===== src/pkg/plsi_pkg.sv =====
// Package: constants, register map and carrier types of the port low-speed I/O block
package plsi_pkg;

    // ------------------------------------------------------------------
    // Geometry
    // ------------------------------------------------------------------
    localparam int NPORTS  = 4;
    localparam int NIN     = 3;
    localparam int NBITS   = NPORTS * NIN;
    localparam int NOUTB   = 2 * NPORTS;
    localparam int APB_AW  = 8;
    localparam int SYNC_W  = NBITS + 1;

    // ------------------------------------------------------------------
    // Register offsets (byte addresses)
    // ------------------------------------------------------------------
    localparam logic [APB_AW-1:0] OFF_OUT_EN   = 8'h00;
    localparam logic [APB_AW-1:0] OFF_OUT_VAL  = 8'h04;
    localparam logic [APB_AW-1:0] OFF_OUT_PORT = 8'h08;
    localparam logic [APB_AW-1:0] OFF_OUT_ALL  = 8'h0C;
    localparam logic [APB_AW-1:0] OFF_IN_STAT  = 8'h10;
    localparam logic [APB_AW-1:0] OFF_EDGE_CFG = 8'h14;
    localparam logic [APB_AW-1:0] OFF_FLAG     = 8'h18;
    localparam logic [APB_AW-1:0] OFF_MASK     = 8'h1C;
    localparam logic [APB_AW-1:0] OFF_PORT_AGG = 8'h20;

    // ------------------------------------------------------------------
    // Field positions
    // ------------------------------------------------------------------
    localparam int OP_SEL_LSB   = 0;
    localparam int OP_EN_LSB    = 2;
    localparam int OP_VAL_LSB   = 4;
    localparam int ALL_EN_LSB   = 0;
    localparam int ALL_VAL_LSB  = 2;
    localparam int STAT_WIRE_BIT = 16;

    // ------------------------------------------------------------------
    // Reset values
    // ------------------------------------------------------------------
    localparam logic [NOUTB-1:0] RST_OUT_EN  = 8'h00;
    localparam logic [NOUTB-1:0] RST_OUT_VAL = 8'h55;
    localparam logic [23:0]      RST_EDGE    = 24'h00_0000;
    localparam logic [31:0]      RST_RDATA   = 32'h0000_0000;
    localparam logic [2:0]       ARM_CYCLES  = 3'h5;

    // ------------------------------------------------------------------
    // Timing
    // ------------------------------------------------------------------
    localparam int CLK_FREQ_MHZ = 10;
    localparam int INT_MAX_US   = 50;
    localparam int INT_MAX_CYC  = INT_MAX_US * CLK_FREQ_MHZ;

    // ------------------------------------------------------------------
    // Carrier types
    // ------------------------------------------------------------------
    typedef struct packed {
        logic [NBITS-1:0] fall;
        logic [NBITS-1:0] rise;
    } plsi_edge_t;

    typedef struct packed {
        logic [NPORTS-1:0] a;
        logic [NPORTS-1:0] b;
    } plsi_outs_t;

endpackage : plsi_pkg


===== src/rtl/plsi_sync.sv =====
// Three-stage input synchroniser with agreement filter
`timescale 1ns/1ps

module plsi_sync #(
    parameter int W = 13
) (
    input  wire logic         pclk,
    input  wire logic         presetn,
    input  wire logic [W-1:0] din,
    output logic      [W-1:0] level
);

    logic [W-1:0] ff1;
    logic [W-1:0] ff2;
    logic [W-1:0] ff3;
    logic [W-1:0] next_level;

    // ------------------------------------------------------------------
    // Level follows only when stages two and three agree
    // ------------------------------------------------------------------
    genvar gb;
    generate
        for (gb = 0; gb < W; gb++) begin : g_bit
            always_comb begin
                next_level[gb] = (ff2[gb] == ff3[gb]) ? ff3[gb] : level[gb];
            end
        end
    endgenerate

    always_ff @(posedge pclk or negedge presetn) begin
        if (!presetn) begin
            ff1   <= '0;
            ff2   <= '0;
            ff3   <= '0;
            level <= '0;
        end else begin
            ff1   <= din;
            ff2   <= ff1;
            ff3   <= ff2;
            level <= next_level;
        end
    end

endmodule : plsi_sync


===== src/rtl/plsi_top.sv =====
// Port low-speed outputs, monitored inputs and wired-or host interrupt behind APB
//
// Contract
// Two outputs per port; single, all, broadcast update
// Enable register; all outputs disabled after reset
// Value register; resets A high, B low
// Host sets values before enabling outputs
// Three monitored inputs sampled per port
// Live input levels readable by host
// Enabled edges raise interrupt: rise, fall, both
// One flag register records input and edge
// Interrupt active low; events user selectable
// Interrupt only pulls low; shared wired-or
// Interrupt within 50 us of input change
// Host checks aggregated port flags, then status
// Inputs synchronised; each edge one-cycle pulse
// Flags sticky until host clears them
`timescale 1ns/1ps

module plsi_top (
    input  wire logic                         pclk,
    input  wire logic                         presetn,
    input  wire logic                         psel,
    input  wire logic                         penable,
    input  wire logic                         pwrite,
    input  wire logic [plsi_pkg::APB_AW-1:0]  paddr,
    input  wire logic [31:0]                  pwdata,
    output logic      [31:0]                  prdata,
    output logic                              pready,
    output logic                              pslverr,
    input  wire logic                         bcast_sel,
    input  wire logic [plsi_pkg::NBITS-1:0]   mod_in,
    output plsi_pkg::plsi_outs_t              out_val,
    output plsi_pkg::plsi_outs_t              out_oe,
    input  wire logic                         host_int_n_i,
    output logic                              host_int_n_o,
    output logic                              host_int_n_oe
);

    // ------------------------------------------------------------------
    // Bus decode
    // ------------------------------------------------------------------
    logic wr_acc;
    logic setup;
    logic mapped;

    assign wr_acc = psel & penable & pwrite;
    assign setup  = psel & ~penable;
    // Read data is registered in setup, so every access completes at once
    assign pready = 1'b1;

    always_comb begin
        unique case (paddr)
            plsi_pkg::OFF_OUT_EN,
            plsi_pkg::OFF_OUT_VAL,
            plsi_pkg::OFF_OUT_PORT,
            plsi_pkg::OFF_OUT_ALL,
            plsi_pkg::OFF_IN_STAT,
            plsi_pkg::OFF_EDGE_CFG,
            plsi_pkg::OFF_FLAG,
            plsi_pkg::OFF_MASK,
            plsi_pkg::OFF_PORT_AGG: mapped = 1'b1;
            default:                mapped = 1'b0;
        endcase
    end

    // ------------------------------------------------------------------
    // Output control: index 2p is output A of port p, 2p+1 is B
    // ------------------------------------------------------------------
    logic [plsi_pkg::NOUTB-1:0] out_en;
    logic [plsi_pkg::NOUTB-1:0] out_lvl;
    logic [plsi_pkg::NOUTB-1:0] next_out_en;
    logic [plsi_pkg::NOUTB-1:0] next_out_lvl;

    always_comb begin
        next_out_en  = out_en;
        next_out_lvl = out_lvl;
        if (wr_acc) begin
            unique case (paddr)
                plsi_pkg::OFF_OUT_EN: begin
                    next_out_en = pwdata[plsi_pkg::NOUTB-1:0];
                end
                plsi_pkg::OFF_OUT_VAL: begin
                    next_out_lvl = pwdata[plsi_pkg::NOUTB-1:0];
                end
                plsi_pkg::OFF_OUT_PORT: begin
                    // A broadcast select turns a single-port write into a
                    // write to every port
                    for (int p = 0; p < plsi_pkg::NPORTS; p++) begin
                        if (bcast_sel || (pwdata[plsi_pkg::OP_SEL_LSB +: 2] == 2'(p))) begin
                            next_out_en[2*p +: 2]  = pwdata[plsi_pkg::OP_EN_LSB +: 2];
                            next_out_lvl[2*p +: 2] = pwdata[plsi_pkg::OP_VAL_LSB +: 2];
                        end
                    end
                end
                plsi_pkg::OFF_OUT_ALL: begin
                    for (int p = 0; p < plsi_pkg::NPORTS; p++) begin
                        next_out_en[2*p +: 2]  = pwdata[plsi_pkg::ALL_EN_LSB +: 2];
                        next_out_lvl[2*p +: 2] = pwdata[plsi_pkg::ALL_VAL_LSB +: 2];
                    end
                end
                default: begin
                end
            endcase
        end
    end

    always_ff @(posedge pclk or negedge presetn) begin
        if (!presetn) begin
            out_en  <= plsi_pkg::RST_OUT_EN;
            out_lvl <= plsi_pkg::RST_OUT_VAL;
        end else begin
            out_en  <= next_out_en;
            out_lvl <= next_out_lvl;
        end
    end

    genvar gp;
    generate
        for (gp = 0; gp < plsi_pkg::NPORTS; gp++) begin : g_out
            assign out_val.a[gp] = out_lvl[2*gp];
            assign out_val.b[gp] = out_lvl[2*gp+1];
            assign out_oe.a[gp]  = out_en[2*gp];
            assign out_oe.b[gp]  = out_en[2*gp+1];
        end
    endgenerate

    // ------------------------------------------------------------------
    // Input synchronisation and edge events
    // ------------------------------------------------------------------
    logic [plsi_pkg::SYNC_W-1:0] lvl;
    logic [plsi_pkg::NBITS-1:0]  lvl_prev;
    logic [2:0]                  arm_cnt;
    logic [2:0]                  next_arm_cnt;
    logic                        armed;
    plsi_pkg::plsi_edge_t        evt;

    plsi_sync #(
        .W (plsi_pkg::SYNC_W)
    ) u_sync (
        .pclk    (pclk),
        .presetn (presetn),
        .din     ({host_int_n_i, mod_in}),
        .level   (lvl)
    );

    // Suppress edges while the synchroniser fills after reset
    assign armed = (arm_cnt == plsi_pkg::ARM_CYCLES);

    always_comb begin
        next_arm_cnt = armed ? arm_cnt : arm_cnt + 3'h1;
        evt.rise     = armed ? (lvl[plsi_pkg::NBITS-1:0] & ~lvl_prev) : '0;
        evt.fall     = armed ? (~lvl[plsi_pkg::NBITS-1:0] & lvl_prev) : '0;
    end

    always_ff @(posedge pclk or negedge presetn) begin
        if (!presetn) begin
            arm_cnt  <= 3'h0;
            lvl_prev <= '0;
        end else begin
            arm_cnt  <= next_arm_cnt;
            lvl_prev <= lvl[plsi_pkg::NBITS-1:0];
        end
    end

    // ------------------------------------------------------------------
    // Edge selection, sticky flags, mask and interrupt pin
    // ------------------------------------------------------------------
    plsi_pkg::plsi_edge_t edge_cfg;
    plsi_pkg::plsi_edge_t flag;
    plsi_pkg::plsi_edge_t mask;
    plsi_pkg::plsi_edge_t next_edge_cfg;
    plsi_pkg::plsi_edge_t next_flag;
    plsi_pkg::plsi_edge_t next_mask;
    plsi_pkg::plsi_edge_t clr;
    plsi_pkg::plsi_edge_t hit;
    plsi_pkg::plsi_edge_t pend;
    logic                 int_act;
    logic                 next_int_act;
    logic [plsi_pkg::NPORTS-1:0] port_agg;

    always_comb begin
        next_edge_cfg = edge_cfg;
        next_mask     = mask;
        clr           = '0;
        if (wr_acc && (paddr == plsi_pkg::OFF_EDGE_CFG)) begin
            next_edge_cfg = plsi_pkg::plsi_edge_t'(pwdata[23:0]);
        end
        if (wr_acc && (paddr == plsi_pkg::OFF_MASK)) begin
            next_mask = plsi_pkg::plsi_edge_t'(pwdata[23:0]);
        end
        if (wr_acc && (paddr == plsi_pkg::OFF_FLAG)) begin
            clr = plsi_pkg::plsi_edge_t'(pwdata[23:0]);
        end
        hit          = evt & edge_cfg;
        // A new edge in the clearing cycle survives the clear
        next_flag    = (flag & ~clr) | hit;
        pend         = next_flag & mask;
        next_int_act = |pend;
    end

    always_ff @(posedge pclk or negedge presetn) begin
        if (!presetn) begin
            edge_cfg <= plsi_pkg::RST_EDGE;
            flag     <= plsi_pkg::RST_EDGE;
            mask     <= plsi_pkg::RST_EDGE;
            int_act  <= 1'b0;
        end else begin
            edge_cfg <= next_edge_cfg;
            flag     <= next_flag;
            mask     <= next_mask;
            int_act  <= next_int_act;
        end
    end

    // Open drain: the pin is only ever pulled low, never driven high
    assign host_int_n_o  = 1'b0;
    assign host_int_n_oe = int_act;

    generate
        for (gp = 0; gp < plsi_pkg::NPORTS; gp++) begin : g_agg
            assign port_agg[gp] = |((flag.rise[3*gp +: 3] & mask.rise[3*gp +: 3])
                                  | (flag.fall[3*gp +: 3] & mask.fall[3*gp +: 3]));
        end
    endgenerate

    // ------------------------------------------------------------------
    // Read data, captured in the setup cycle
    // ------------------------------------------------------------------
    logic [31:0] next_prdata;
    logic        next_pslverr;

    always_comb begin
        next_prdata  = prdata;
        next_pslverr = pslverr;
        if (setup) begin
            next_pslverr = ~mapped;
            next_prdata  = plsi_pkg::RST_RDATA;
            if (!pwrite) begin
                unique case (paddr)
                    plsi_pkg::OFF_OUT_EN:   next_prdata = {24'h00_0000, out_en};
                    plsi_pkg::OFF_OUT_VAL:  next_prdata = {24'h00_0000, out_lvl};
                    plsi_pkg::OFF_IN_STAT:  next_prdata = {15'h0000, lvl[plsi_pkg::NBITS],
                                                           4'h0, lvl[plsi_pkg::NBITS-1:0]};
                    plsi_pkg::OFF_EDGE_CFG: next_prdata = {8'h00, edge_cfg};
                    plsi_pkg::OFF_FLAG:     next_prdata = {8'h00, flag};
                    plsi_pkg::OFF_MASK:     next_prdata = {8'h00, mask};
                    plsi_pkg::OFF_PORT_AGG: next_prdata = {28'h000_0000, port_agg};
                    default:                next_prdata = plsi_pkg::RST_RDATA;
                endcase
            end
        end
    end

    always_ff @(posedge pclk or negedge presetn) begin
        if (!presetn) begin
            prdata  <= plsi_pkg::RST_RDATA;
            pslverr <= 1'b0;
        end else begin
            prdata  <= next_prdata;
            pslverr <= next_pslverr;
        end
    end

    // ------------------------------------------------------------------
    // Assertions
    // ------------------------------------------------------------------
    localparam int INT_BOUND = plsi_pkg::INT_MAX_CYC;
endmodule : plsi_top


===== config.mk =====
export PLATFORM = sky130hd
export DESIGN_NAME = plsi_top
export DESIGN_NICKNAME = d
export VERILOG_FILES = /design/src/pkg/plsi_pkg.sv /design/src/rtl/plsi_sync.sv /design/src/rtl/plsi_top.sv
export SDC_FILE = /design/constraint.sdc
export NUM_CORES = 1
export LEC_CHECK = 0
export ABC_AREA = 1
export BUFFER_PORTS_ARGS = -buffer_cell sky130_fd_sc_hd__buf_2
export CAP_MARGIN = 30
export CORE_ASPECT_RATIO = 1.25
export CORE_UTILIZATION = 62
export CTS_CLUSTER_SIZE = 10
export DETAILED_ROUTE_END_ITERATION = 6
export PLACE_DENSITY_LB_ADDON = 0.15
export SYNTH_ARGS = -nofsm -noshare
export SYNTH_HDL_FRONTEND = slang
export SYNTH_HIERARCHICAL = 1
export SYNTH_SLANG_ARGS = --single-unit

===== constraint.sdc =====
create_clock -name pclk -period 2.8 [get_ports pclk]
set_input_delay 0.42 -clock pclk [delete_from_list [all_inputs] [get_ports pclk]]
set_output_delay 0.42 -clock pclk [all_outputs]
set_load 0.03 [all_outputs]

==> key figures <==
Logic synthesis
  • Avg Inst Size Synth: 8.73 um2
  • Synthesis Warnings: 6
  • Mapped Cells: 897
  • Post-synthesis sequential area ratio: 57.9%
  • Post-synth ARST share: 100%
  • Flops & latches, synth: 181
  • Cell variety after synth: 40
  • Post-synth top flop: dfrtp_1
  • Post-synth EDFFs: 0
  • Mapped cell area: 7830 um2

Timing
  • Fin. Hold Viols: 0
  • Setup_tns: 0 ps
  • Tightest Pin Transition: 645 ps
  • Endpoints failing setup: 0
  • Minimum clock period: 1920 ps
  • Final period util: 68.7%
  • RSZ-0062 raised after global routing: no
  • Fmax: 520 MHz
  • Max transition margin: 57.0%
  • Slew Viols, Final: 0
  • Fin Clk Skew: 5.51 ps

Detailed routing
  • Detailed Route Iter0 Violations: 486
  • Vias per inst: 5.64
  • Total vias in the final route: 6655
  • Total routed wirelength: 19700 um
  • Routed len/inst: 16.7 um
  • DR pass1 iterations: 7
  • DRT antenna net count: 0
  • # DRC: 7

CTS
  • Number of H-tree levels: 4
  • Clock Pin Slew Worst Setup and Hold Paths: 70 ps
  • Deepest clock path buffer count: 2
  • Number of gates resized after cts: 0
  • Worst skew pair latency: 430 ps
  • CTS tree: yes
  • Num Clock Sinks: 181
  • CTS Buf Count: 17
  • Root Driver: clkbuf_16
  • Setup bufs post-CTS: 0

Global route
  • Grt ovf: 0
  • First-pass GRT wire length: 32000 um
  • Largest net degree at the start of global routing: 58
  • Global router's overall resource usage: 33.0%
  • Initial antenna violation count: 0
  • Vias in the first global route: 6489

Worst setup path
  • CP peak stage delay: 420 ps
  • Reg2reg start: arm_cnt[0]
  • Startpoint types: register
  • Most used cell, CP: nand2_1
  • FF-to-FF setup slack: 880 ps
  • Crit-path max FO: 26
  • Worst Path Buf+Inv: 2
  • Family with the most delay on the worst path: simple AND/OR/NAND/NOR gates
  • Crit path DAT: 2250 ps
  • Element type at the critical path end: register
  • WS Path Type: reg -> reg
  • Req. time, crit path: 3120 ps
  • Cell-by-cell trace of the critical path: ha_1 -> nand2_1 -> clkinv_1 -> buf_4 -> nand3_1 -> nand2_1 -> nand2_1 -> nand2_1 -> nor2_1 -> nand2_1 -> nor2_1 -> nand2_1
  • Reg2reg path depth: 12
  • Worst r2r dst: host_int_n_oe
  • Max stage delay cell, worst path: dfrtp_1

Power
  • Pleak: 4.56 nW
  • Int Power: 0.00406 W
  • Pwr dens: 598 nW/um2
  • Switching share of power: 25.3%
  • Clock group share of total power: 42.5%
  • VDD IR max: 0.000454 V
  • Flop pwr share: 51.5%
  • Overall power: 0.00543 W
  • NetSw: 0.00137 W
  • Gate power share: 6.0%

Outcome
  • Status: finished, violations left
  • Failing checks: DRC

Floorplanning
  • Die Wd: 103 um
  • Placement row count: 45
  • Die height: 128 um
  • Core Region: 12200 um2
  • Die area: 13100 um2
  • Initial Util: 64.1%
  • # IOs: 111

Finish
  • Share of cells above drive strength 1: 16.2%
  • Layout Cells excl Fill: 1179
  • Share of the core filled with cells: 74.3%
  • Final non-filler cell area: 9080 um2
  • Layout area overhead: 15.9%
  • Ant diodes: 0
  • Nets: 1063

Place
  • Placed cells: 1146
  • DP Area: 8490 um2
  • GP Congestion: 0.940
  • Post-DP HPWL: 13600 um
  • Port Buffers: 92

Flow run
  • Max Cap Violations: 0

Worst hold path
  • Hold Startpoint: mod_in[6]
  • Worst min path class: in -> reg
  • WHS Endpoint: u_sync/ff1[6]
  • WHS Path Cells: 1
[per-layer routing]
| metal | vias to the layer above | routed length [um] | GRT usage (%) |
|---|---|---|---|
| met5 | - | 0 | 0 |
| met4 | 0 | 602 | 14.3 |
| met3 | 42 | 1510 | 6.40 |
| met2 | 306 | 9310 | 51.0 |
| met1 | 3178 | 8270 | 45.5 |
| li1 | 3129 | - | - |
[layout make-up]
cell class              instances  area, um2
flip-flops and latches        181       4530
fillers                       947       3140
multi-input cells             585       2730
repair buffers                114        647
clock buffers                  17        425
inverters                     103        387
well taps                     164        205
clock inverters                15        148
[power groups by stage]
| stage | combinational (W) | sequential, W | clock [W] |
|---|---|---|---|
| after floorplan | 0.000149 | 0.00285 | 0 |
| after global routing | 0.000374 | 0.00280 | 0.00243 |
| after global placement | 0.000319 | 0.00284 | 0 |
| after CTS | 0.000330 | 0.00279 | 0.00233 |
| final | 0.000328 | 0.00279 | 0.00231 |
| after detailed placement | 0.000326 | 0.00284 | 0 |
[how the worst max path moves through the flow]
stage                     startpoint            end  slack, ps  cells past startpoint
after floorplan           arm_cnt[0]  host_int_n_oe       1110                     12
after global placement      paddr[1]       mask[23]        590                     10
final                     arm_cnt[0]  host_int_n_oe        880                     12
after CTS                 arm_cnt[0]  host_int_n_oe        900                     12
after detailed placement    paddr[0]       mask[22]        540                     10
after global routing      arm_cnt[0]  host_int_n_oe        730                     12
[sequential cells by signal (all words and copies together) (netlist names), 8 cells and up]
name	cells
u_sync/ff2	13
flag	24
out_lvl	8
u_sync/ff3	13
out_en	8
u_sync/ff1	13
prdata	24
edge_cfg	24
mask	24
u_sync/level	13
lvl_prev	12
[metrics by stage]
stage | hold slack, ps | setup WS (ps)
floorplan | 124 | 1110
global placement | 333 | 586
detailed placement | 335 | 537
CTS | 71.5 | 896
global route | 70.2 | 728
finish | 84.1 | 876
[Yosys cell counts, drive strengths merged, types with 5 or more instances]
cell type    n  area, um2
dfrtp      177       4430
a221oi       7       61.3
nand4       25        156
buf         25        169
nor3         6       40.0
o211ai       5       37.5
o21ai      110        554
o22ai       12       75.1
clkbuf      11       43.8
nor2        52        226
inv        101        379
a21oi       40        200
nand2      270       1030
nand3       30        155
[repair_timing]
item / 4_1_cts / 5_1_grt
endpoints found under the setup margin: 0 / 0
hold buffers: 1 / 0
endpoints found under the hold margin: 53 / 0
[cell usage in the layout (no fill, tap or decap), drive strengths merged]
master         n
clkinv         9
o2111ai        2
nand2        270
o22ai         12
dfrtp        177
nor2          52
xnor2          1
buf          113
nand3         30
o41ai          1
o221ai         1
inv          106
xor2           1
nand4         25
clkinvlp       2
a221oi         7
clkbuf        17
dfstp          4
o211ai         5
nor3           6
dlygate4sd3    1
a22o           3
o21ai        110
conb          10
o31ai          2
nor3b          1
ha             2
a211oi         4
a21oi         40
bufinv         1
[cells by family (layout without fill, tap and decap cells)]
logic type,count (synthesis),in the layout,synth area share (%)
buffers and inverters,139,249,7.65
AND/OR/NAND/NOR,384,384,20.6
other,2,10,0.0959
adder cells (fa/ha/maj),2,2,0.320
XOR/XNOR,2,2,0.224
flip-flops,181,181,57.9
AO/OA/AOI/OAI,187,187,13.2
No activity file was read; power rests on OpenSTA's default activity.
